--- src/hdl/fsv_pkg.sv ---
// constants and types of the field status and violation telegram packer
// assumes: one 20 MHz clock domain, scan engine on the same clock
//
// Function
// - function B status module occupies non-safe telegram bytes 17, 18 and 19.
// - byte 0 bit 0 active; bit 1 warning free; bit 2 protective free.
// - byte 0 bits 3-6 give warning and protective segment 1/2 free flags.
// - pair numbers 1-10 as nibbles: byte 1 low/high, byte 2 low.
// - byte 2 bits 6/7 set when active pair equals predefined pair 1/2.
// - report angle and distance of earliest interrupting beam in rotation order.
// - function A violation module at byte 20: four 16-bit words at 0,2,4,6.
// - protective violation angle is signed 16-bit, -135 to +135 degrees.
// - protective violation distance unsigned 16-bit mm, 0 to 8250.
// - warning violation distance unsigned 16-bit mm, 0 to 20000.
// - warning violation angle signed 16-bit at module byte 4, +-135 degrees.
// - function B violation module uses the function A four-word layout.

package fsv_pkg;

  // telegram byte positions
  localparam logic [5:0] TLG_B_STAT_BYTE = 6'h11;
  localparam logic [5:0] TLG_A_VIO_BYTE = 6'h14;
  localparam logic [5:0] TLG_B_VIO_BYTE = 6'h1c;
  localparam logic [5:0] TLG_LAST_BYTE = 6'h23;

  // status bit positions in module bytes 0 and 2
  localparam int ST_ACTIVE = 0;
  localparam int ST_WARN_FREE = 1;
  localparam int ST_PROT_FREE = 2;
  localparam int ST_WSEG1 = 3;
  localparam int ST_PSEG2 = 6;
  localparam int ST_MATCH1 = 6;
  localparam int ST_MATCH2 = 7;

  // value limits, angle in degrees, distance in mm
  localparam logic signed [15:0] ANGLE_MAX = 16'sh0087;
  localparam logic signed [15:0] ANGLE_MIN = -16'sh0087;
  localparam logic [15:0] PROT_DIST_MAX = 16'h203a;
  localparam logic [15:0] WARN_DIST_MAX = 16'h4e20;

  // field index: function A/B, protective/warning
  localparam int F_A_PROT = 0;
  localparam int F_A_WARN = 1;
  localparam int F_B_PROT = 2;
  localparam int F_B_WARN = 3;
  localparam int NUM_FIELDS = 4;

  // avalon register byte addresses
  localparam logic [4:0] REG_CTRL = 5'h00;
  localparam logic [4:0] REG_PREDEF = 5'h04;
  localparam logic [4:0] REG_IRQ_STAT = 5'h08;
  localparam logic [4:0] REG_IRQ_MASK = 5'h0c;
  localparam logic [4:0] REG_SCAN_CNT = 5'h10;

  // reset values
  localparam logic CTRL_RST = 1'b1;
  localparam logic [7:0] PREDEF_RST = 8'h21;
  localparam logic [2:0] IRQ_MASK_RST = 3'h0;

  // interrupt status bits
  localparam int IRQ_SCAN = 0;
  localparam int IRQ_B_PROT = 1;
  localparam int IRQ_A_PROT = 2;
  localparam int NUM_IRQ = 3;

  typedef enum logic [1:0] {
    BUS_IDLE = 2'b01,
    BUS_ACK = 2'b10
  } bus_state_t;

endpackage

--- src/hdl/field_status_violation_packer.sv ---
// field status and first-violation packer for the non-safe input telegram
// assumes: beam stream and scan strobes come from logic on i_clk, beams in
// rotation order; telegram reader samples o_tlg_rd_data one cycle after address
`timescale 1ns/1ps
`default_nettype none

module field_status_violation_packer
  import fsv_pkg::*;
(
  input wire logic i_clk,
  input wire logic i_arst_n,
  // avalon-mm slave
  input wire logic [4:0] i_avs_address,
  input wire logic i_avs_read,
  input wire logic i_avs_write,
  input wire logic [31:0] i_avs_writedata,
  input wire logic [3:0] i_avs_byteenable,
  output logic [31:0] o_avs_readdata,
  output logic o_avs_waitrequest,
  output logic o_irq,
  // scan engine
  input wire logic i_scan_start,
  input wire logic i_scan_end,
  input wire logic i_beam_valid,
  input wire logic signed [15:0] i_beam_angle,
  input wire logic [15:0] i_beam_dist,
  input wire logic [NUM_FIELDS-1:0] i_beam_hit,
  input wire logic i_func_b_active,
  input wire logic i_func_b_warn_seg1_free,
  input wire logic i_func_b_warn_seg2_free,
  input wire logic i_func_b_prot_seg1_free,
  input wire logic i_func_b_prot_seg2_free,
  input wire logic [3:0] i_func_b_pair_sel1,
  input wire logic [3:0] i_func_b_pair_sel2,
  input wire logic [3:0] i_func_b_pair_sel3,
  // telegram read port
  input wire logic [5:0] i_tlg_rd_addr,
  output logic [7:0] o_tlg_rd_data
);

  // ----------------------------------------------------------------
  // first interruption capture per field
  // ----------------------------------------------------------------
  // the first hit after scan start is kept; later beams of the scan are
  // ignored, so the stream must arrive in rotation order
  logic [NUM_FIELDS-1:0] seen_r;
  logic [NUM_FIELDS-1:0] seen_nxt;
  logic signed [15:0] cap_ang_r [NUM_FIELDS];
  logic [15:0] cap_dist_r [NUM_FIELDS];
  logic signed [15:0] pub_ang_r [NUM_FIELDS];
  logic [15:0] pub_dist_r [NUM_FIELDS];
  logic [NUM_FIELDS-1:0] first_hit;
  logic signed [15:0] ang_clamped;
  logic publish;
  logic ctrl_en_r;

  // angle outside the scan range is clamped, never wrapped
  assign ang_clamped = (i_beam_angle > ANGLE_MAX) ? ANGLE_MAX :
                       (i_beam_angle < ANGLE_MIN) ? ANGLE_MIN : i_beam_angle;
  assign publish = i_scan_end & ctrl_en_r;

  genvar g;
  generate
    for (g = 0; g < NUM_FIELDS; g++) begin : g_field
      localparam logic [15:0] DMAX = (g == F_A_PROT || g == F_B_PROT) ?
                                     PROT_DIST_MAX : WARN_DIST_MAX;
      logic [15:0] dist_clamped;
      assign dist_clamped = (i_beam_dist > DMAX) ? DMAX : i_beam_dist;
      assign first_hit[g] = i_beam_valid & i_beam_hit[g] & ~seen_r[g];
      assign seen_nxt[g] = seen_r[g] | first_hit[g];

      always_ff @(posedge i_clk or negedge i_arst_n) begin
        if (!i_arst_n) begin
          cap_ang_r[g] <= 16'sh0000;
          cap_dist_r[g] <= 16'h0000;
        end else if (i_scan_start) begin
          cap_ang_r[g] <= 16'sh0000;
          cap_dist_r[g] <= 16'h0000;
        end else if (first_hit[g]) begin
          cap_ang_r[g] <= ang_clamped;
          cap_dist_r[g] <= dist_clamped;
        end
      end

      // a beam in the closing cycle still counts toward this scan
      always_ff @(posedge i_clk or negedge i_arst_n) begin
        if (!i_arst_n) begin
          pub_ang_r[g] <= 16'sh0000;
          pub_dist_r[g] <= 16'h0000;
        end else if (publish) begin
          pub_ang_r[g] <= first_hit[g] ? ang_clamped : cap_ang_r[g];
          pub_dist_r[g] <= first_hit[g] ? dist_clamped : cap_dist_r[g];
        end
      end
    end
  endgenerate

  always_ff @(posedge i_clk or negedge i_arst_n) begin
    if (!i_arst_n) begin
      seen_r <= '0;
    end else if (i_scan_start) begin
      seen_r <= '0;
    end else begin
      seen_r <= seen_nxt;
    end
  end

  // ----------------------------------------------------------------
  // function b status
  // ----------------------------------------------------------------
  logic [7:0] predef_r;
  logic [7:0] st0_nxt;
  logic [7:0] st1_nxt;
  logic [7:0] st2_nxt;
  logic [7:0] st0_r;
  logic [7:0] st1_r;
  logic [7:0] st2_r;
  logic match1;
  logic match2;

  // a predefined pair of zero never matches, zero is no valid pair number
  assign match1 = (i_func_b_pair_sel1 == predef_r[3:0]) && (predef_r[3:0] != 4'h0);
  assign match2 = (i_func_b_pair_sel1 == predef_r[7:4]) && (predef_r[7:4] != 4'h0);
  assign st0_nxt = {1'b0,
                    i_func_b_prot_seg2_free, i_func_b_prot_seg1_free,
                    i_func_b_warn_seg2_free, i_func_b_warn_seg1_free,
                    ~seen_nxt[F_B_PROT], ~seen_nxt[F_B_WARN],
                    i_func_b_active};
  assign st1_nxt = {i_func_b_pair_sel2, i_func_b_pair_sel1};
  assign st2_nxt = {match2, match1, 2'b00, i_func_b_pair_sel3};

  always_ff @(posedge i_clk or negedge i_arst_n) begin
    if (!i_arst_n) begin
      st0_r <= 8'h00;
      st1_r <= 8'h00;
      st2_r <= 8'h00;
    end else if (publish) begin
      st0_r <= st0_nxt;
      st1_r <= st1_nxt;
      st2_r <= st2_nxt;
    end
  end

  // ----------------------------------------------------------------
  // telegram byte selection
  // ----------------------------------------------------------------
  // words go out high byte first
  logic [5:0] vio_off;
  logic [15:0] vio_word;
  logic in_a_vio;
  logic in_b_vio;
  logic [7:0] tlg_byte;

  assign in_a_vio = (i_tlg_rd_addr >= TLG_A_VIO_BYTE) && (i_tlg_rd_addr < TLG_B_VIO_BYTE);
  assign in_b_vio = (i_tlg_rd_addr >= TLG_B_VIO_BYTE) && (i_tlg_rd_addr <= TLG_LAST_BYTE);
  assign vio_off = i_tlg_rd_addr - (in_b_vio ? TLG_B_VIO_BYTE : TLG_A_VIO_BYTE);
  assign vio_word = vio_off[2] ?
                    (vio_off[1] ? pub_dist_r[{in_b_vio, 1'b1}] : pub_ang_r[{in_b_vio, 1'b1}]) :
                    (vio_off[1] ? pub_dist_r[{in_b_vio, 1'b0}] : pub_ang_r[{in_b_vio, 1'b0}]);
  assign tlg_byte = (i_tlg_rd_addr == TLG_B_STAT_BYTE) ? st0_r :
                    (i_tlg_rd_addr == TLG_B_STAT_BYTE + 6'h01) ? st1_r :
                    (i_tlg_rd_addr == TLG_B_STAT_BYTE + 6'h02) ? st2_r :
                    (in_a_vio | in_b_vio) ?
                    (vio_off[0] ? vio_word[7:0] : vio_word[15:8]) : 8'h00;

  always_ff @(posedge i_clk or negedge i_arst_n) begin
    if (!i_arst_n) begin
      o_tlg_rd_data <= 8'h00;
    end else begin
      o_tlg_rd_data <= tlg_byte;
    end
  end

  // ----------------------------------------------------------------
  // scan counter and interrupts
  // ----------------------------------------------------------------
  logic [31:0] scan_cnt_r;
  logic [NUM_IRQ-1:0] irq_stat_r;
  logic [NUM_IRQ-1:0] irq_stat_nxt;
  logic [NUM_IRQ-1:0] irq_mask_r;
  logic [NUM_IRQ-1:0] irq_set;
  logic [NUM_IRQ-1:0] irq_clr;
  logic wr_take;
  logic rd_take;
  logic sel_ctrl;
  logic sel_predef;
  logic sel_stat;
  logic sel_mask;
  logic sel_cnt;

  assign irq_set = {publish & seen_nxt[F_A_PROT], publish & seen_nxt[F_B_PROT], publish};
  assign irq_clr = (wr_take & sel_stat & i_avs_byteenable[0]) ?
                   i_avs_writedata[NUM_IRQ-1:0] : '0;
  // a new event wins over a clear in the same cycle
  assign irq_stat_nxt = (irq_stat_r & ~irq_clr) | irq_set;
  assign o_irq = |(irq_stat_r & irq_mask_r);

  always_ff @(posedge i_clk or negedge i_arst_n) begin
    if (!i_arst_n) begin
      irq_stat_r <= '0;
      scan_cnt_r <= 32'h0000_0000;
    end else begin
      irq_stat_r <= irq_stat_nxt;
      scan_cnt_r <= publish ? scan_cnt_r + 32'h0000_0001 : scan_cnt_r;
    end
  end

  // ----------------------------------------------------------------
  // avalon-mm slave
  // ----------------------------------------------------------------
  // one wait state on every access keeps read data registered
  bus_state_t bus_r;
  logic [31:0] rd_mux;

  assign o_avs_waitrequest = (i_avs_read | i_avs_write) & (bus_r != BUS_ACK);
  assign wr_take = i_avs_write & (bus_r == BUS_ACK);
  assign rd_take = i_avs_read & (bus_r == BUS_IDLE);
  assign sel_ctrl = (i_avs_address == REG_CTRL);
  assign sel_predef = (i_avs_address == REG_PREDEF);
  assign sel_stat = (i_avs_address == REG_IRQ_STAT);
  assign sel_mask = (i_avs_address == REG_IRQ_MASK);
  assign sel_cnt = (i_avs_address == REG_SCAN_CNT);
  // unmapped addresses read zero, writes to them are dropped
  assign rd_mux = sel_ctrl ? {31'h0, ctrl_en_r} :
                  sel_predef ? {24'h0, predef_r} :
                  sel_stat ? {29'h0, irq_stat_r} :
                  sel_mask ? {29'h0, irq_mask_r} :
                  sel_cnt ? scan_cnt_r : 32'h0;

  always_ff @(posedge i_clk or negedge i_arst_n) begin
    if (!i_arst_n) begin
      bus_r <= BUS_IDLE;
    end else begin
      case (bus_r)
        BUS_IDLE: begin
          if (i_avs_read | i_avs_write) begin
            bus_r <= BUS_ACK;
          end
        end
        BUS_ACK: begin
          bus_r <= BUS_IDLE;
        end
        default: begin
          bus_r <= BUS_IDLE;
        end
      endcase
    end
  end

  always_ff @(posedge i_clk or negedge i_arst_n) begin
    if (!i_arst_n) begin
      o_avs_readdata <= 32'h0;
    end else if (rd_take) begin
      o_avs_readdata <= rd_mux;
    end
  end

  always_ff @(posedge i_clk or negedge i_arst_n) begin
    if (!i_arst_n) begin
      ctrl_en_r <= CTRL_RST;
      predef_r <= PREDEF_RST;
      irq_mask_r <= IRQ_MASK_RST;
    end else if (wr_take & i_avs_byteenable[0]) begin
      ctrl_en_r <= sel_ctrl ? i_avs_writedata[0] : ctrl_en_r;
      predef_r <= sel_predef ? i_avs_writedata[7:0] : predef_r;
      irq_mask_r <= sel_mask ? i_avs_writedata[NUM_IRQ-1:0] : irq_mask_r;
    end
  end

  // ----------------------------------------------------------------
  // assertions
  // ----------------------------------------------------------------
  property p_stat_place;
    @(posedge i_clk) disable iff (!i_arst_n)
      (i_tlg_rd_addr == TLG_B_STAT_BYTE) |=> (o_tlg_rd_data == $past(st0_r));
  endproperty
  a_stat_place: assert property (p_stat_place) else $error("status byte 0 misplaced");

  property p_prot_free;
    @(posedge i_clk) disable iff (!i_arst_n)
      publish |=> (st0_r[ST_PROT_FREE] == !$past(seen_nxt[F_B_PROT]))
                  && (st0_r[ST_ACTIVE] == $past(i_func_b_active));
  endproperty
  a_prot_free: assert property (p_prot_free) else $error("protective free flag wrong");

  property p_segs;
    @(posedge i_clk) disable iff (!i_arst_n)
      publish |=> (st0_r[ST_PSEG2:ST_WSEG1] == $past({i_func_b_prot_seg2_free,
                   i_func_b_prot_seg1_free, i_func_b_warn_seg2_free, i_func_b_warn_seg1_free}));
  endproperty
  a_segs: assert property (p_segs) else $error("segment flags wrong");

  property p_match;
    @(posedge i_clk) disable iff (!i_arst_n)
      publish ##1 (st2_r[ST_MATCH1] || st2_r[ST_MATCH2]) |->
        (st1_r[3:0] != 4'h0);
  endproperty
  a_match: assert property (p_match) else $error("match without a pair");

  property p_reserved;
    @(posedge i_clk) disable iff (!i_arst_n)
      !st0_r[7] && (st2_r[5:4] == 2'b00);
  endproperty
  a_reserved: assert property (p_reserved) else $error("reserved bit set");

  property p_first_kept;
    @(posedge i_clk) disable iff (!i_arst_n)
      (seen_r[F_A_PROT] && !i_scan_start) |=> $stable(cap_ang_r[F_A_PROT]);
  endproperty
  a_first_kept: assert property (p_first_kept) else $error("later beam overwrote first");

  property p_prot_dist;
    @(posedge i_clk) disable iff (!i_arst_n)
      (pub_dist_r[F_A_PROT] <= PROT_DIST_MAX) && (pub_dist_r[F_B_PROT] <= PROT_DIST_MAX);
  endproperty
  a_prot_dist: assert property (p_prot_dist) else $error("protective distance over range");

  property p_warn_dist;
    @(posedge i_clk) disable iff (!i_arst_n)
      (pub_dist_r[F_A_WARN] <= WARN_DIST_MAX) && (pub_dist_r[F_B_WARN] <= WARN_DIST_MAX);
  endproperty
  a_warn_dist: assert property (p_warn_dist) else $error("warning distance over range");

  property p_angle;
    @(posedge i_clk) disable iff (!i_arst_n)
      (pub_ang_r[F_A_WARN] <= ANGLE_MAX) && (pub_ang_r[F_A_WARN] >= ANGLE_MIN)
      && (pub_ang_r[F_B_PROT] <= ANGLE_MAX) && (pub_ang_r[F_B_PROT] >= ANGLE_MIN);
  endproperty
  a_angle: assert property (p_angle) else $error("angle out of range");

  property p_b_vio_word;
    @(posedge i_clk) disable iff (!i_arst_n)
      (i_tlg_rd_addr == TLG_B_VIO_BYTE + 6'h03) |=>
        (o_tlg_rd_data == $past(pub_dist_r[F_B_PROT][7:0]));
  endproperty
  a_b_vio_word: assert property (p_b_vio_word) else $error("function b layout wrong");

  property p_a_vio_word;
    @(posedge i_clk) disable iff (!i_arst_n)
      (i_tlg_rd_addr == TLG_A_VIO_BYTE + 6'h04) |=>
        (o_tlg_rd_data == $past(pub_ang_r[F_A_WARN][15:8]));
  endproperty
  a_a_vio_word: assert property (p_a_vio_word) else $error("function a layout wrong");

  property p_together;
    @(posedge i_clk) disable iff (!i_arst_n)
      !publish |=> $stable(st0_r) && $stable(pub_ang_r[F_A_PROT]) && $stable(pub_dist_r[F_B_WARN]);
  endproperty
  a_together: assert property (p_together) else $error("telegram changed mid scan");

  property p_irq_set_wins;
    @(posedge i_clk) disable iff (!i_arst_n)
      publish |=> irq_stat_r[IRQ_SCAN] ##0 (o_irq || !irq_mask_r[IRQ_SCAN]);
  endproperty
  a_irq_set_wins: assert property (p_irq_set_wins) else $error("scan event lost");

  property p_wait_one;
    @(posedge i_clk) disable iff (!i_arst_n)
      (i_avs_read && o_avs_waitrequest) |=> (!o_avs_waitrequest || !i_avs_read);
  endproperty
  a_wait_one: assert property (p_wait_one) else $error("waitrequest held too long");

endmodule

`default_nettype wire

--- config.mk ---
export PLATFORM = sky130hd
export DESIGN_NAME = field_status_violation_packer
export DESIGN_NICKNAME = d
export VERILOG_FILES = /design/src/hdl/fsv_pkg.sv /design/src/hdl/field_status_violation_packer.sv
export SDC_FILE = /design/constraint.sdc
export NUM_CORES = 1
export LEC_CHECK = 0
export BUFFER_PORTS_ARGS = -buffer_cell sky130_fd_sc_hd__buf_2
export CAP_MARGIN = 10
export CELL_PAD_IN_SITES_DETAIL_PLACEMENT = 0
export CELL_PAD_IN_SITES_GLOBAL_PLACEMENT = 2
export CORE_MARGIN = 10
export CORE_UTILIZATION = 37
export DETAILED_ROUTE_END_ITERATION = 16
export GPL_TIMING_DRIVEN = 1
export PLACE_DENSITY_LB_ADDON = 0.3
export SKIP_LAST_GASP = 1
export SLEW_MARGIN = 20
export SYNTH_ARGS = -nofsm -noshare
export SYNTH_HDL_FRONTEND = slang
export SYNTH_SLANG_ARGS = --single-unit
export TNS_END_PERCENT = 50
--- constraint.sdc ---
create_clock -name i_clk -period 2.1 [get_ports i_clk]
set_input_delay 0.42 -clock i_clk [delete_from_list [all_inputs] [get_ports i_clk]]
set_output_delay 0.42 -clock i_clk [all_outputs]
set_load 0.01 [all_outputs]
==> key figures, run 1 <==
Outcome
  • Run status: completed

Setup path
  • Critical-path cell with the highest stage delay: dfrtp_1
  • CP endpoint kind: primary output
  • Delay of the slowest cell on the worst path: 0.39 ns
  • Worst R2R Start: ctrl_en_r$_DFFE_PN1P_
  • Nature of the critical path startpoint: flip-flop
  • Top Family by Delay on Critical Path: flip-flops
  • Worst flop-to-flop path endpoint: scan_cnt_r[20]$_DFFE_PN0P_
  • WP data required: 1.68 ns
  • Cell depth of the worst flop-to-flop path: 5
  • Data arrival, critical path: 1.52 ns
  • Register-to-Register Setup Slack: 0.22 ns
  • Maximum fanout encountered on the critical timing path: 3
  • Kind of critical path: reg -> out
  • Worst path cell trace: a222oi_1, inv_1, buf_2
  • Count of buffer and inverter cells on the critical path: 2

Clock network
  • H-tree levels: 2
  • Clk buf depth: 3
  • TritonCTS clock tree: built
  • CTS Buf Count: 42
  • Insertion delay of the later-clocked pin in the worst-skew pair: 0.57 ns
  • Post-CTS repair timing setup buffer count: 0
  • Number of hold buffers added after CTS: 1
  • # resized after CTS: 0
  • Clock transition at the registers of the reported paths: 0.06 ns
  • CTS Root Buffer Type: clkbuf_16
  • Number of sinks handled by clock tree synthesis: 370

Yosys
  • Number of flops mapped to enable cells by yosys: 0
  • Most used standard cell by instance count after synthesis: dfrtp_1
  • Fraction of synthesized cell area taken by the top area cell type: 54.3%
  • Synthesized Nets: 1960
  • Share of async-settable or async-resettable flops after synthesis: 100%
  • Sequential cell area fraction in the yosys report: 54.9%
  • Main synth FF type: dfrtp_1
  • Cell area after synthesis: 16900 sq um
  • Syn Inst Count: 1851
  • Top area cells in the synthesized netlist: dfrtp_1 54%, nand2_1 7.0%, o21ai_0 6.1%, nor2_1 5.8%, a21oi_1 3.8%
  • Yosys warning count: 0
  • Biggest area consumer among synthesized cells: dfrtp_1
  • Register bit total from synthesis: 370
  • List of most frequent post-synthesis cells: 366 x dfrtp_1, 316 x nand2_1, 261 x nor2_1, 207 x o21ai_0, 129 x a21oi_1
  • Number of distinct standard cells referenced by the synthesized netlist: 72
  • Post-Syn Area per Cell: 9.11 sq um

STA
  • Final critical-path setup slack: 0.159 ns
  • Setup TNS: 0 ns
  • Period utilization: 92.4%
  • Fin crit period: 1.94 ns
  • Setup violations, final: 0
  • Peak clock frequency supported by timing: 515 MHz
  • Slew margin rel.: 63.3%
  • Clock skew after layout: 0.0156 ns
  • Setup repair after global routing missed its margin: no
  • Post-Route Hold Slack: 0.0642 ns
  • Transition time at the pin with the least slew margin: 0.544 ns
  • Hold violation count in the final report: 0
  • Fin. max-slew vios: 0

Placed design
  • Half-perimeter wire length after placement: 39700 um
  • Post-Place Setup Slack: -0.371 ns
  • GP Congestion: 0.950
  • Port Buffers: 121

Layout
  • Area occupied by multi-input gates: 6930 sq um
  • # nets final: 2154
  • Area Overhead vs Synth: 21.0%
  • Share of cells above drive strength 1: 18.5%
  • Flip-flop and latch area: 9260 sq um
  • Count of antenna diodes in the layout: 0
  • Number of filler cells placed in the layout: 4485

GRT
  • Antenna violations before repair: 0
  • Global-route track usage on met1: 26.9%
  • Number of global-route vias before repair: 14300
  • Aggregate global-route resource usage: 20.0%
  • Global-route wire length before repair: 84800 um
  • Pin count of the biggest net entering global routing: 66
  • Fraction of met2 tracks used by global routing: 32.4%
  • Global-route met3 utilization: 2.63%
  • Busiest layer in global routing: met2
  • Global route total overflow: 0

Routing
  • Remaining antenna violation count: 0
  • Total DRC errors in the routed layout: 0
  • First-pass DRT Iterations: 5
  • Average vias per placed instance: 5.34
  • Average wire per cell in the routed design: 20.3 um
  • Number of DRC markers after the initial detailed-route iteration: 1034
  • Final routed wirelength across all metal layers: 54200 um
  • Via count: 14300

Floorplan
  • Row count: 78
  • Die width: 234 um
  • Total Die Area: 54500 sq um
  • Effective utilization at floorplan: 37.3%
  • Area of the placeable core: 45200 sq um
  • Io pins: 149
  • Die Span Y: 234 um

Hold path
  • Type of the most critical hold path: in -> reg
  • Worst-case hold path end point: st1_r[5]$_DFFE_PN0P_
  • Start point of the worst hold path: i_func_b_pair_sel2[1]
  • Depth of the worst hold-timing path: 3

Power and ir drop
  • Total leakage power: 9.45 nW
  • Worst vdd rail ir drop: 0.516 mV
  • Power density over cell area: 883 nW/um^2

Run
  • Max-Cap Viols: 0
-- layer usage --
layer	part of all wire (%)	routed length (um)	up-vias
li1	-	-	6867
met1	45	24600	6986
met2	47	25600	335
met3	4.3	2310	91
met4	3.1	1700	0
met5	0	0	-
-- power breakdown --
part           total (mW)  leakage [nW]  switching [mW]  internal, mW
Combinational        2.40          3.75            1.47         0.937
Clock                7.17         0.668            2.94          4.23
Sequential           8.45          5.04           0.608          7.84
-- final cells by class --
type / instances / area share [%]
Sequential cell: 370 / 45.4
Multi-Input combinational cell: 1327 / 33.9
Timing Repair Buffer: 284 / 10.1
Clock buffer: 63 / 6.13
Tap cell: 600 / 3.68
Clock inverter: 11 / 0.429
Inverter: 20 / 0.368
-- cells in the final DEF, fill, tap and decap left out, types with 6 or more instances in the layout --
| master | count |
|---|---|
| o21ai_0 | 207 |
| a211oi_1 | 14 |
| nand2_1 | 314 |
| a21oi_1 | 129 |
| a221oi_1 | 6 |
| clkbuf_16 | 43 |
| buf_12 | 17 |
| xnor2_1 | 25 |
| nor3b_1 | 6 |
| o22ai_1 | 50 |
| and3_1 | 29 |
| nor3_1 | 33 |
| a22oi_1 | 29 |
| clkbuf_1 | 10 |
| buf_4 | 146 |
| clkbuf_8 | 10 |
| o221ai_1 | 34 |
| or2_2 | 6 |
| xor2_1 | 12 |
| inv_1 | 19 |
| buf_2 | 119 |
| clkinv_2 | 8 |
| o211ai_1 | 17 |
| nor2_1 | 261 |
| dfrtp_1 | 366 |
| mux2i_1 | 9 |
| nand3_1 | 30 |
| nand4_1 | 13 |
| nor4_1 | 7 |
-- worst min-delay path, delay by kind of cell --
family	cells	cell delay, ns
AND/OR/NAND/NOR	2	0.09
buffers and inverters	1	0.09
-- sequential cells by signal, indices dropped and copies added, names as in the netlist --
register	flops
cap_ang_r	64
cap_dist_r	64
pub_ang_r	64
pub_dist_r	64
o_avs_readdata	32
scan_cnt_r	32
o_tlg_rd_data	8
predef_r	8
st1_r	8
st0_r	7
st2_r	6
seen_r	4
irq_mask_r	3
irq_stat_r	3
bus_r	2
ctrl_en_r	1
-- metrics by stage --
step                      cell area (sq um)  utilization [%]  instances  total power [mW]
after CTS                             20400             45.2       2675              18.2
after detailed placement              19100             42.2       2600              11.0
final                                 20400             45.2       2675              18.0
after floorplan                       16900                -       1851              9.74
after global placement                19100             42.2       2600              10.9
after global routing                  20400             45.2       2675              18.9
-- cell families (layout without fill, tap and decap cells) --
kind of cell               count (synthesis)  count (layout)  synth area share [%]
xor gates and xnor gates                  37              37                  1.92
buffers and inverters                    154             378                  4.12
muxes                                     14              14                 0.868
and+or+nand+nor                          740             740                  18.9
DFF                                      370             370                  54.9
AOI/OAI and AO/OA                        534             534                  19.1
adders and majority gates                  2               2                 0.148
-- how the worst max path moves through the flow --
stage,from,to,slack [ns],cells past startpoint
after global routing,scan_cnt_r[7]$_DFFE_PN0P_,scan_cnt_r[20]$_DFFE_PN0P_,0.07,6
after global placement,i_tlg_rd_addr[5],o_tlg_rd_data[6]$_DFF_PN0_,-0.33,7
after floorplan,i_beam_angle[3],pub_ang_r[16]$_DFFE_PN0P_,0.14,9
after detailed placement,i_tlg_rd_addr[2],o_tlg_rd_data[4]$_DFF_PN0_,-0.37,9
after CTS,irq_mask_r[2]$_DFFE_PN0P_,o_irq,0.12,3
final,irq_mask_r[2]$_DFFE_PN0P_,o_irq,0.16,3
Note: power is estimated with default switching activity, not from simulation.
==> run 2: changes to the inputs <==
==> constraint.sdc (replaced) <==
create_clock -name i_clk -period 2.1 [get_ports i_clk]
set_input_delay 0.315 -clock i_clk [delete_from_list [all_inputs] [get_ports i_clk]]
set_output_delay 0.315 -clock i_clk [all_outputs]
set_load 0.01 [all_outputs]
==> run 2 against run 1 <==
First-iteration DRC count grew 0.77%. Register-to-register slack worse by 0.08 ns. Total power grew 3.9%. Core utilization increased by 0.61 points. Clock skew rose by 0.0020 ns. Sequential cell count is the same. Via count increased by 0.55%. Critical endpoint is now scan_cnt_r[27]$_DFFE_PN0P_. Largest power group unchanged.
==> key figures, run 2 (synthesized netlist as in run 1, its figures left out) <==
STA
  • Period utilization: 93.2% (+0.76 points)
  • Fin. max-slew vios: 0 (unchanged)
  • Fin crit period: 1.96 ns (+0.0160 ns)
  • Setup violations, final: 0 (unchanged)
  • Final critical-path setup slack: 0.143 ns (-0.0160 ns)
  • Hold violation count in the final report: 0 (unchanged)
  • Transition time at the pin with the least slew margin: 0.790 ns (+0.246 ns)
  • Slew margin rel.: 46.8% (-17 points)
  • Peak clock frequency supported by timing: 511 MHz (-0.81%)
  • Clock skew after layout: 0.0176 ns (+0.00197 ns)
  • Setup repair after global routing missed its margin: yes

Power and ir drop
  • Fraction of power consumed by sequential logic: 45.0% (-1.9 points)
  • Total leakage power: 9.55 nW (+1.0%)
  • Internal power consumption: 13.7 mW (+5.0%)
  • Clk pwr share: 42.1% (+2.3 points)
  • Sw Ratio: 27.0% (-0.80 points)
  • Final total power: 18.7 mW (+3.9%)
  • Net Switching: 5.06 mW (+0.90%)
  • Worst vdd rail ir drop: 0.544 mV (+5.4%)
  • Combinational share of power: 12.9% (-0.4 points)
  • Power density over cell area: 905 nW/um^2 (+2.5%)

GRT
  • Global-route wire length before repair: 85300 um (+0.57%)
  • Aggregate global-route resource usage: 20.1% (+0.030 points)
  • Antenna violations before repair: 0 (unchanged)
  • Number of global-route vias before repair: 14500 (+1.3%)
  • Pin count of the biggest net entering global routing: 91 (+38%)
  • Global route total overflow: 0 (unchanged)

Setup path
  • Worst flop-to-flop path endpoint: scan_cnt_r[27]$_DFFE_PN0P_
  • Kind of critical path: reg -> reg
  • WP data required: 2.57 ns (+0.89 ns)
  • CP endpoint kind: flip-flop
  • Cell depth of the worst flop-to-flop path: 7 (+2)
  • Nature of the critical path startpoint: flip-flop
  • Delay of the slowest cell on the worst path: 0.58 ns (+0.19 ns)
  • Data arrival, critical path: 2.43 ns (+0.91 ns)
  • Critical-path cell with the highest stage delay: dfstp_2
  • Maximum fanout encountered on the critical timing path: 14 (+11)
  • Endpoint of the most critical setup path: scan_cnt_r[27]$_DFFE_PN0P_
  • Beginning of the critical path: ctrl_en_r$_DFFE_PN1P_
  • Worst path cell trace: and2_2, buf_4, nand3_1, nor2_1, nand2b_4, nor3_1, xnor2_1
  • Register-to-Register Setup Slack: 0.14 ns (-0.08 ns)
  • Worst R2R Start: ctrl_en_r$_DFFE_PN1P_

Outcome
  • Run status: completed

Clock network
  • Clk buf depth: 3 (unchanged)
  • H-tree levels: 2 (unchanged)
  • CTS Buf Count: 43 (+2.4%)
  • Clock transition at the registers of the reported paths: 0.06 ns (about the same)
  • TritonCTS clock tree: built
  • CTS Root Buffer Type: clkbuf_16
  • Insertion delay of the later-clocked pin in the worst-skew pair: 0.57 ns (about the same)
  • Post-CTS repair timing setup buffer count: 0 (unchanged)
  • Number of sinks handled by clock tree synthesis: 370 (unchanged)

Floorplan
  • Effective utilization at floorplan: 37.3% (unchanged)
  • Area of the placeable core: 45200 sq um (unchanged)
  • Row count: 78 (unchanged)
  • Io pins: 149 (unchanged)
  • Total Die Area: 54500 sq um (unchanged)
  • Die width: 234 um (unchanged)
  • Die Span Y: 234 um (unchanged)

Placed design
  • Half-perimeter wire length after placement: 38700 um (-2.4%)
  • Placement-stage cell area: 19000 sq um (-0.35%)
  • Post-Place Setup Slack: -0.186 ns (+0.185 ns)
  • GP Congestion: 0.871 (-8.3%)
  • Port Buffers: 121 (unchanged)

Routing
  • Final routed wirelength across all metal layers: 54100 um (-0.20%)
  • Average wire per cell in the routed design: 20.2 um (-0.42%)
  • Total DRC errors in the routed layout: 0 (unchanged)
  • Average vias per placed instance: 5.36 (+0.33%)
  • Via count: 14400 (+0.55%)
  • Number of DRC markers after the initial detailed-route iteration: 1042 (+0.77%)
  • Remaining antenna violation count: 0 (unchanged)
  • First-pass DRT Iterations: 5 (unchanged)

Hold path
  • Type of the most critical hold path: in -> reg

Layout
  • Share of cells above drive strength 1: 17.9% (-0.58 points)
  • Count of antenna diodes in the layout: 0 (unchanged)
  • Number of filler cells placed in the layout: 4511 (+0.58%)
  • # nets final: 2160 (+0.28%)
  • Post-layout instance area: 20700 sq um (+1.3%)
  • Commonest cells after routing, fill and taps aside: 366 x dfrtp_1, 314 x nand2_1, 261 x nor2_1
  • Leading cell type in the layout, fill and taps excluded: dfrtp_1
  • Area Overhead vs Synth: 22.6%

Run
  • Max-Cap Viols: 0 (unchanged)
run 2: worst max-delay path: cells and delay by family (launching register included):
kind / cells / cell delay, ns
and+or+nand+nor: 5 / 0.93
DFF: 1 / 0.58
buffers and inverters: 1 / 0.19
xor gates and xnor gates: 1 / 0.16
run 2: layout make-up:
cell class	count	area, sq um	area share [%]
sequential	370	9260	44.8
multi-input combinational	1327	6930	33.5
clock buffer	57	1200	5.80
inverter	20	75.1	0.363
timing repair buffer	289	2180	10.5
tap	600	751	3.63
clock inverter	18	287	1.38
run 2: metrics by stage:
step / hold slack (ns) / util (%) / setup TNS [ns] / instances
after global routing: 0.0113 / 45.8 / -0.0531 / 2681
after floorplan: 0.0194 / - / 0 / 1851
after global placement: 0.283 / 42.0 / -1.34 / 2586
after CTS: 0.00796 / 45.8 / 0 / 2681
after detailed placement: 0.285 / 42.0 / -1.28 / 2586
final: 0.0284 / 45.8 / 0 / 2681
run 2: power groups by stage:
stage,Clock (mW),Combinational [mW],Sequential [mW]
global route,8.38,2.76,8.51
finish,7.88,2.41,8.43
floorplan,0,1.43,8.31
detailed placement,0,2.41,8.54
CTS,8.08,2.44,8.42
global placement,0,2.35,8.53
run 2: worst min-delay path by stage:
| stage | depth (start not counted) | endpoint | start | slack (ns) |
|---|---|---|---|---|
| final | 3 | st1_r[2]$_DFFE_PN0P_ | i_func_b_pair_sel1[2] | 0.03 |
| after global routing | 3 | st1_r[2]$_DFFE_PN0P_ | i_func_b_pair_sel1[2] | 0.01 |
| after CTS | 3 | seen_r[1]$_DFF_PN0_ | i_beam_hit[1] | 0.008 |
| after detailed placement | 1 | o_avs_readdata[29]$_DFFE_PN0P_ | i_arst_n | 0.29 |
| after global placement | 1 | o_avs_readdata[29]$_DFFE_PN0P_ | i_arst_n | 0.28 |
| after floorplan | 0 | bus_r[1]$_DFFE_PN0P_ | i_arst_n | 0.02 |
run 2: repair_timing:
item,in CTS,in global routing
gates resized for setup,0,1
hold buffers,20,0
endpoints found under the setup margin,0,3
endpoints found under the hold margin,51,0
run 2: per-layer routing:
| metal | global-route usage (%) | share of wire, % |
|---|---|---|
| met2 | 32.7 | 47 |
| met5 | 0 | 0 |
| met4 | 5.93 | 2.6 |
| met3 | 4.21 | 5.6 |
| met1 | 26.4 | 45 |
==> run 3: changes to the inputs <==
==> constraint.sdc (replaced) <==
create_clock -name i_clk -period 2 [get_ports i_clk]
set_input_delay 0.3 -clock i_clk [delete_from_list [all_inputs] [get_ports i_clk]]
set_output_delay 0.3 -clock i_clk [all_outputs]
set_load 0.01 [all_outputs]
==> run 3 against run 2 <==
Sequential cell count is the same. Total power grew 5.5%. Die area unchanged. Setup slack got worse by 0.022 ns. Clock power up 5.3%. Clock-buffer cell count grew 5. Critical endpoint is now scan_cnt_r[16]$_DFFE_PN0P_.
==> key figures, run 3 (synthesized netlist as in run 1, its figures left out) <==
Outcome
  • Run status: completed

Floorplan
  • Io pins: 149 (unchanged)
  • Total Die Area: 54500 sq um (unchanged)
  • Effective utilization at floorplan: 37.3% (unchanged)
  • Row count: 78 (unchanged)
  • Area of the placeable core: 45200 sq um (unchanged)
  • Die Span Y: 234 um (unchanged)
  • Die width: 234 um (unchanged)

Power and ir drop
  • Final total power: 19.8 mW (+5.5%)
  • Internal power consumption: 14.4 mW (+5.2%)
  • Sw Ratio: 27.3% (+0.22 points)
  • Worst vdd rail ir drop: 0.737 mV (+36%)
  • Power density over cell area: 952 nW/um^2 (+5.2%)
  • Fraction of power consumed by sequential logic: 45.0% (about the same)
  • Clk pwr share: 42.0% (about the same)
  • Combinational share of power: 13.0% (about the same)
  • Total leakage power: 9.60 nW (+0.53%)
  • Net Switching: 5.39 mW (+6.4%)

Clock network
  • Insertion delay of the later-clocked pin in the worst-skew pair: 0.56 ns (about the same)
  • Clk buf depth: 3 (unchanged)
  • Post-CTS repair timing setup buffer count: 0 (unchanged)
  • CTS Root Buffer Type: clkbuf_16
  • H-tree levels: 2 (unchanged)
  • TritonCTS clock tree: built
  • Number of sinks handled by clock tree synthesis: 370 (unchanged)
  • CTS Buf Count: 43 (unchanged)
  • Clock transition at the registers of the reported paths: 0.06 ns (about the same)

Placed design
  • Placement-stage cell area: 19000 sq um (+0.17%)
  • Half-perimeter wire length after placement: 40500 um (+4.7%)
  • Port Buffers: 121 (unchanged)
  • GP Congestion: 0.958 (+10%)
  • Post-Place Setup Slack: -0.263 ns (-0.0769 ns)
  • Placed cells: 2602 (+0.62%)

Routing
  • Average vias per placed instance: 5.33 (-0.43%)
  • Remaining antenna violation count: 0 (unchanged)
  • Via count: 14400 (+0.20%)
  • Average wire per cell in the routed design: 20.7 um (+2.5%)
  • Final routed wirelength across all metal layers: 55800 um (+3.2%)
  • Total DRC errors in the routed layout: 0 (unchanged)
  • First-pass DRT Iterations: 5 (unchanged)
  • Number of DRC markers after the initial detailed-route iteration: 1157 (+11%)

STA
  • Slew margin rel.: 56.3% (+9.6 points)
  • Peak clock frequency supported by timing: 532 MHz (+4.1%)
  • Hold violation count in the final report: 0 (unchanged)
  • Clock skew after layout: 0.0177 ns (+0.000101 ns)
  • Final critical-path setup slack: 0.121 ns (-0.0220 ns)
  • Setup violations, final: 0 (unchanged)
  • Transition time at the pin with the least slew margin: 0.648 ns (-0.142 ns)
  • Setup TNS: 0 ns (unchanged)
  • Fin. max-slew vios: 0 (unchanged)
  • Period utilization: 94.0% (+0.76 points)
  • Fin crit period: 1.88 ns (-0.0780 ns)

Setup path
  • Maximum fanout encountered on the critical timing path: 4 (-10)
  • CP endpoint kind: flip-flop
  • WP data required: 2.44 ns (-0.13 ns)
  • Kind of critical path: reg -> reg
  • Nature of the critical path startpoint: flip-flop
  • Data arrival, critical path: 2.32 ns (-0.11 ns)
  • Register-to-Register Setup Slack: 0.12 ns (-0.02 ns)

Layout
  • Commonest cells after routing, fill and taps aside: 366 x dfrtp_1, 314 x nand2_1, 261 x nor2_1
  • Area Overhead vs Synth: 22.9%
  • # nets final: 2176 (+0.74%)
  • Leading cell type in the layout, fill and taps excluded: dfrtp_1
  • Post-layout instance area: 20700 sq um (+0.25%)
  • Count of antenna diodes in the layout: 0 (unchanged)
  • Non-filler cells in the finished layout: 2698 (+0.63%)
  • Share of cells above drive strength 1: 18.8% (+0.86 points)

GRT
  • Antenna violations before repair: 1 (+1)
  • Pin count of the biggest net entering global routing: 65 (-29%)
  • Global route total overflow: 0 (unchanged)
  • Number of global-route vias before repair: 14400 (-0.92%)
  • Global-route wire length before repair: 86600 um (+1.5%)
  • Aggregate global-route resource usage: 20.5% (+0.44 points)

Run
  • Max-Cap Viols: 0 (unchanged)

Hold path
  • Type of the most critical hold path: in -> reg
-- run 3: final timing paths --
path	depth (start not counted)	to	from
min in group asynchronous	2	pub_ang_r[61]$_DFFE_PN0P_	i_arst_n
max in group asynchronous	3	pub_ang_r[43]$_DFFE_PN0P_	i_arst_n
worst min register to register	2	o_avs_readdata[29]$_DFFE_PN0P_	o_avs_readdata[29]$_DFFE_PN0P_
worst min-delay path	3	st1_r[3]$_DFFE_PN0P_	i_func_b_pair_sel1[3]
worst max-delay path	6	scan_cnt_r[16]$_DFFE_PN0P_	ctrl_en_r$_DFFE_PN1P_
worst max register to register	6	scan_cnt_r[16]$_DFFE_PN0P_	ctrl_en_r$_DFFE_PN1P_
-- run 3: repair_timing --
item | CTS | global route
setup endpoints to repair | 0 | 1
hold buffers | 20 | 0
endpoints found under the hold margin | 54 | 0
gates resized for setup | 0 | 1
-- run 3: final cells by class --
cell class                      count  area (sq um)
Clock buffer                       62          1300
Tap cell                          600           751
Timing Repair Buffer              305          2210
Multi-Input combinational cell   1327          6930
Clock inverter                     14           209
Sequential cell                   370          9260
Inverter                           20          75.1
Fill cell                        4424         24400
-- run 3: through the flow --
step / hold slack, ns / util, %
floorplan: 0.00441 / -
global placement: 0.252 / 42.1
detailed placement: 0.256 / 42.1
CTS: 0.00924 / 45.9
global route: 0.0213 / 45.9
finish: 0.0270 / 45.9
-- run 3: metal layers --
layer,track usage (%),share of wire [%]
met1,27.2,45
met2,34.4,48
met3,2.95,4.5
met4,5.42,2.4
met5,0,0
-- run 3: critical path, cell delays in order (launching register included) --
cell and delay, ns:
dfstp_2 0.52, and2_2 0.16, nand4_1 0.34, nor2_1 0.24, and3_1 0.22, nand4_1 0.13
xnor2_1 0.14
-- run 3: power by group through the flow --
stage	logic [mW]	registers, mW	clock network, mW
after global routing	2.92	8.96	8.82
after global placement	2.50	9.00	0
after floorplan	1.50	8.73	0
after CTS	2.59	8.89	8.51
final	2.56	8.89	8.30
after detailed placement	2.55	9.01	0
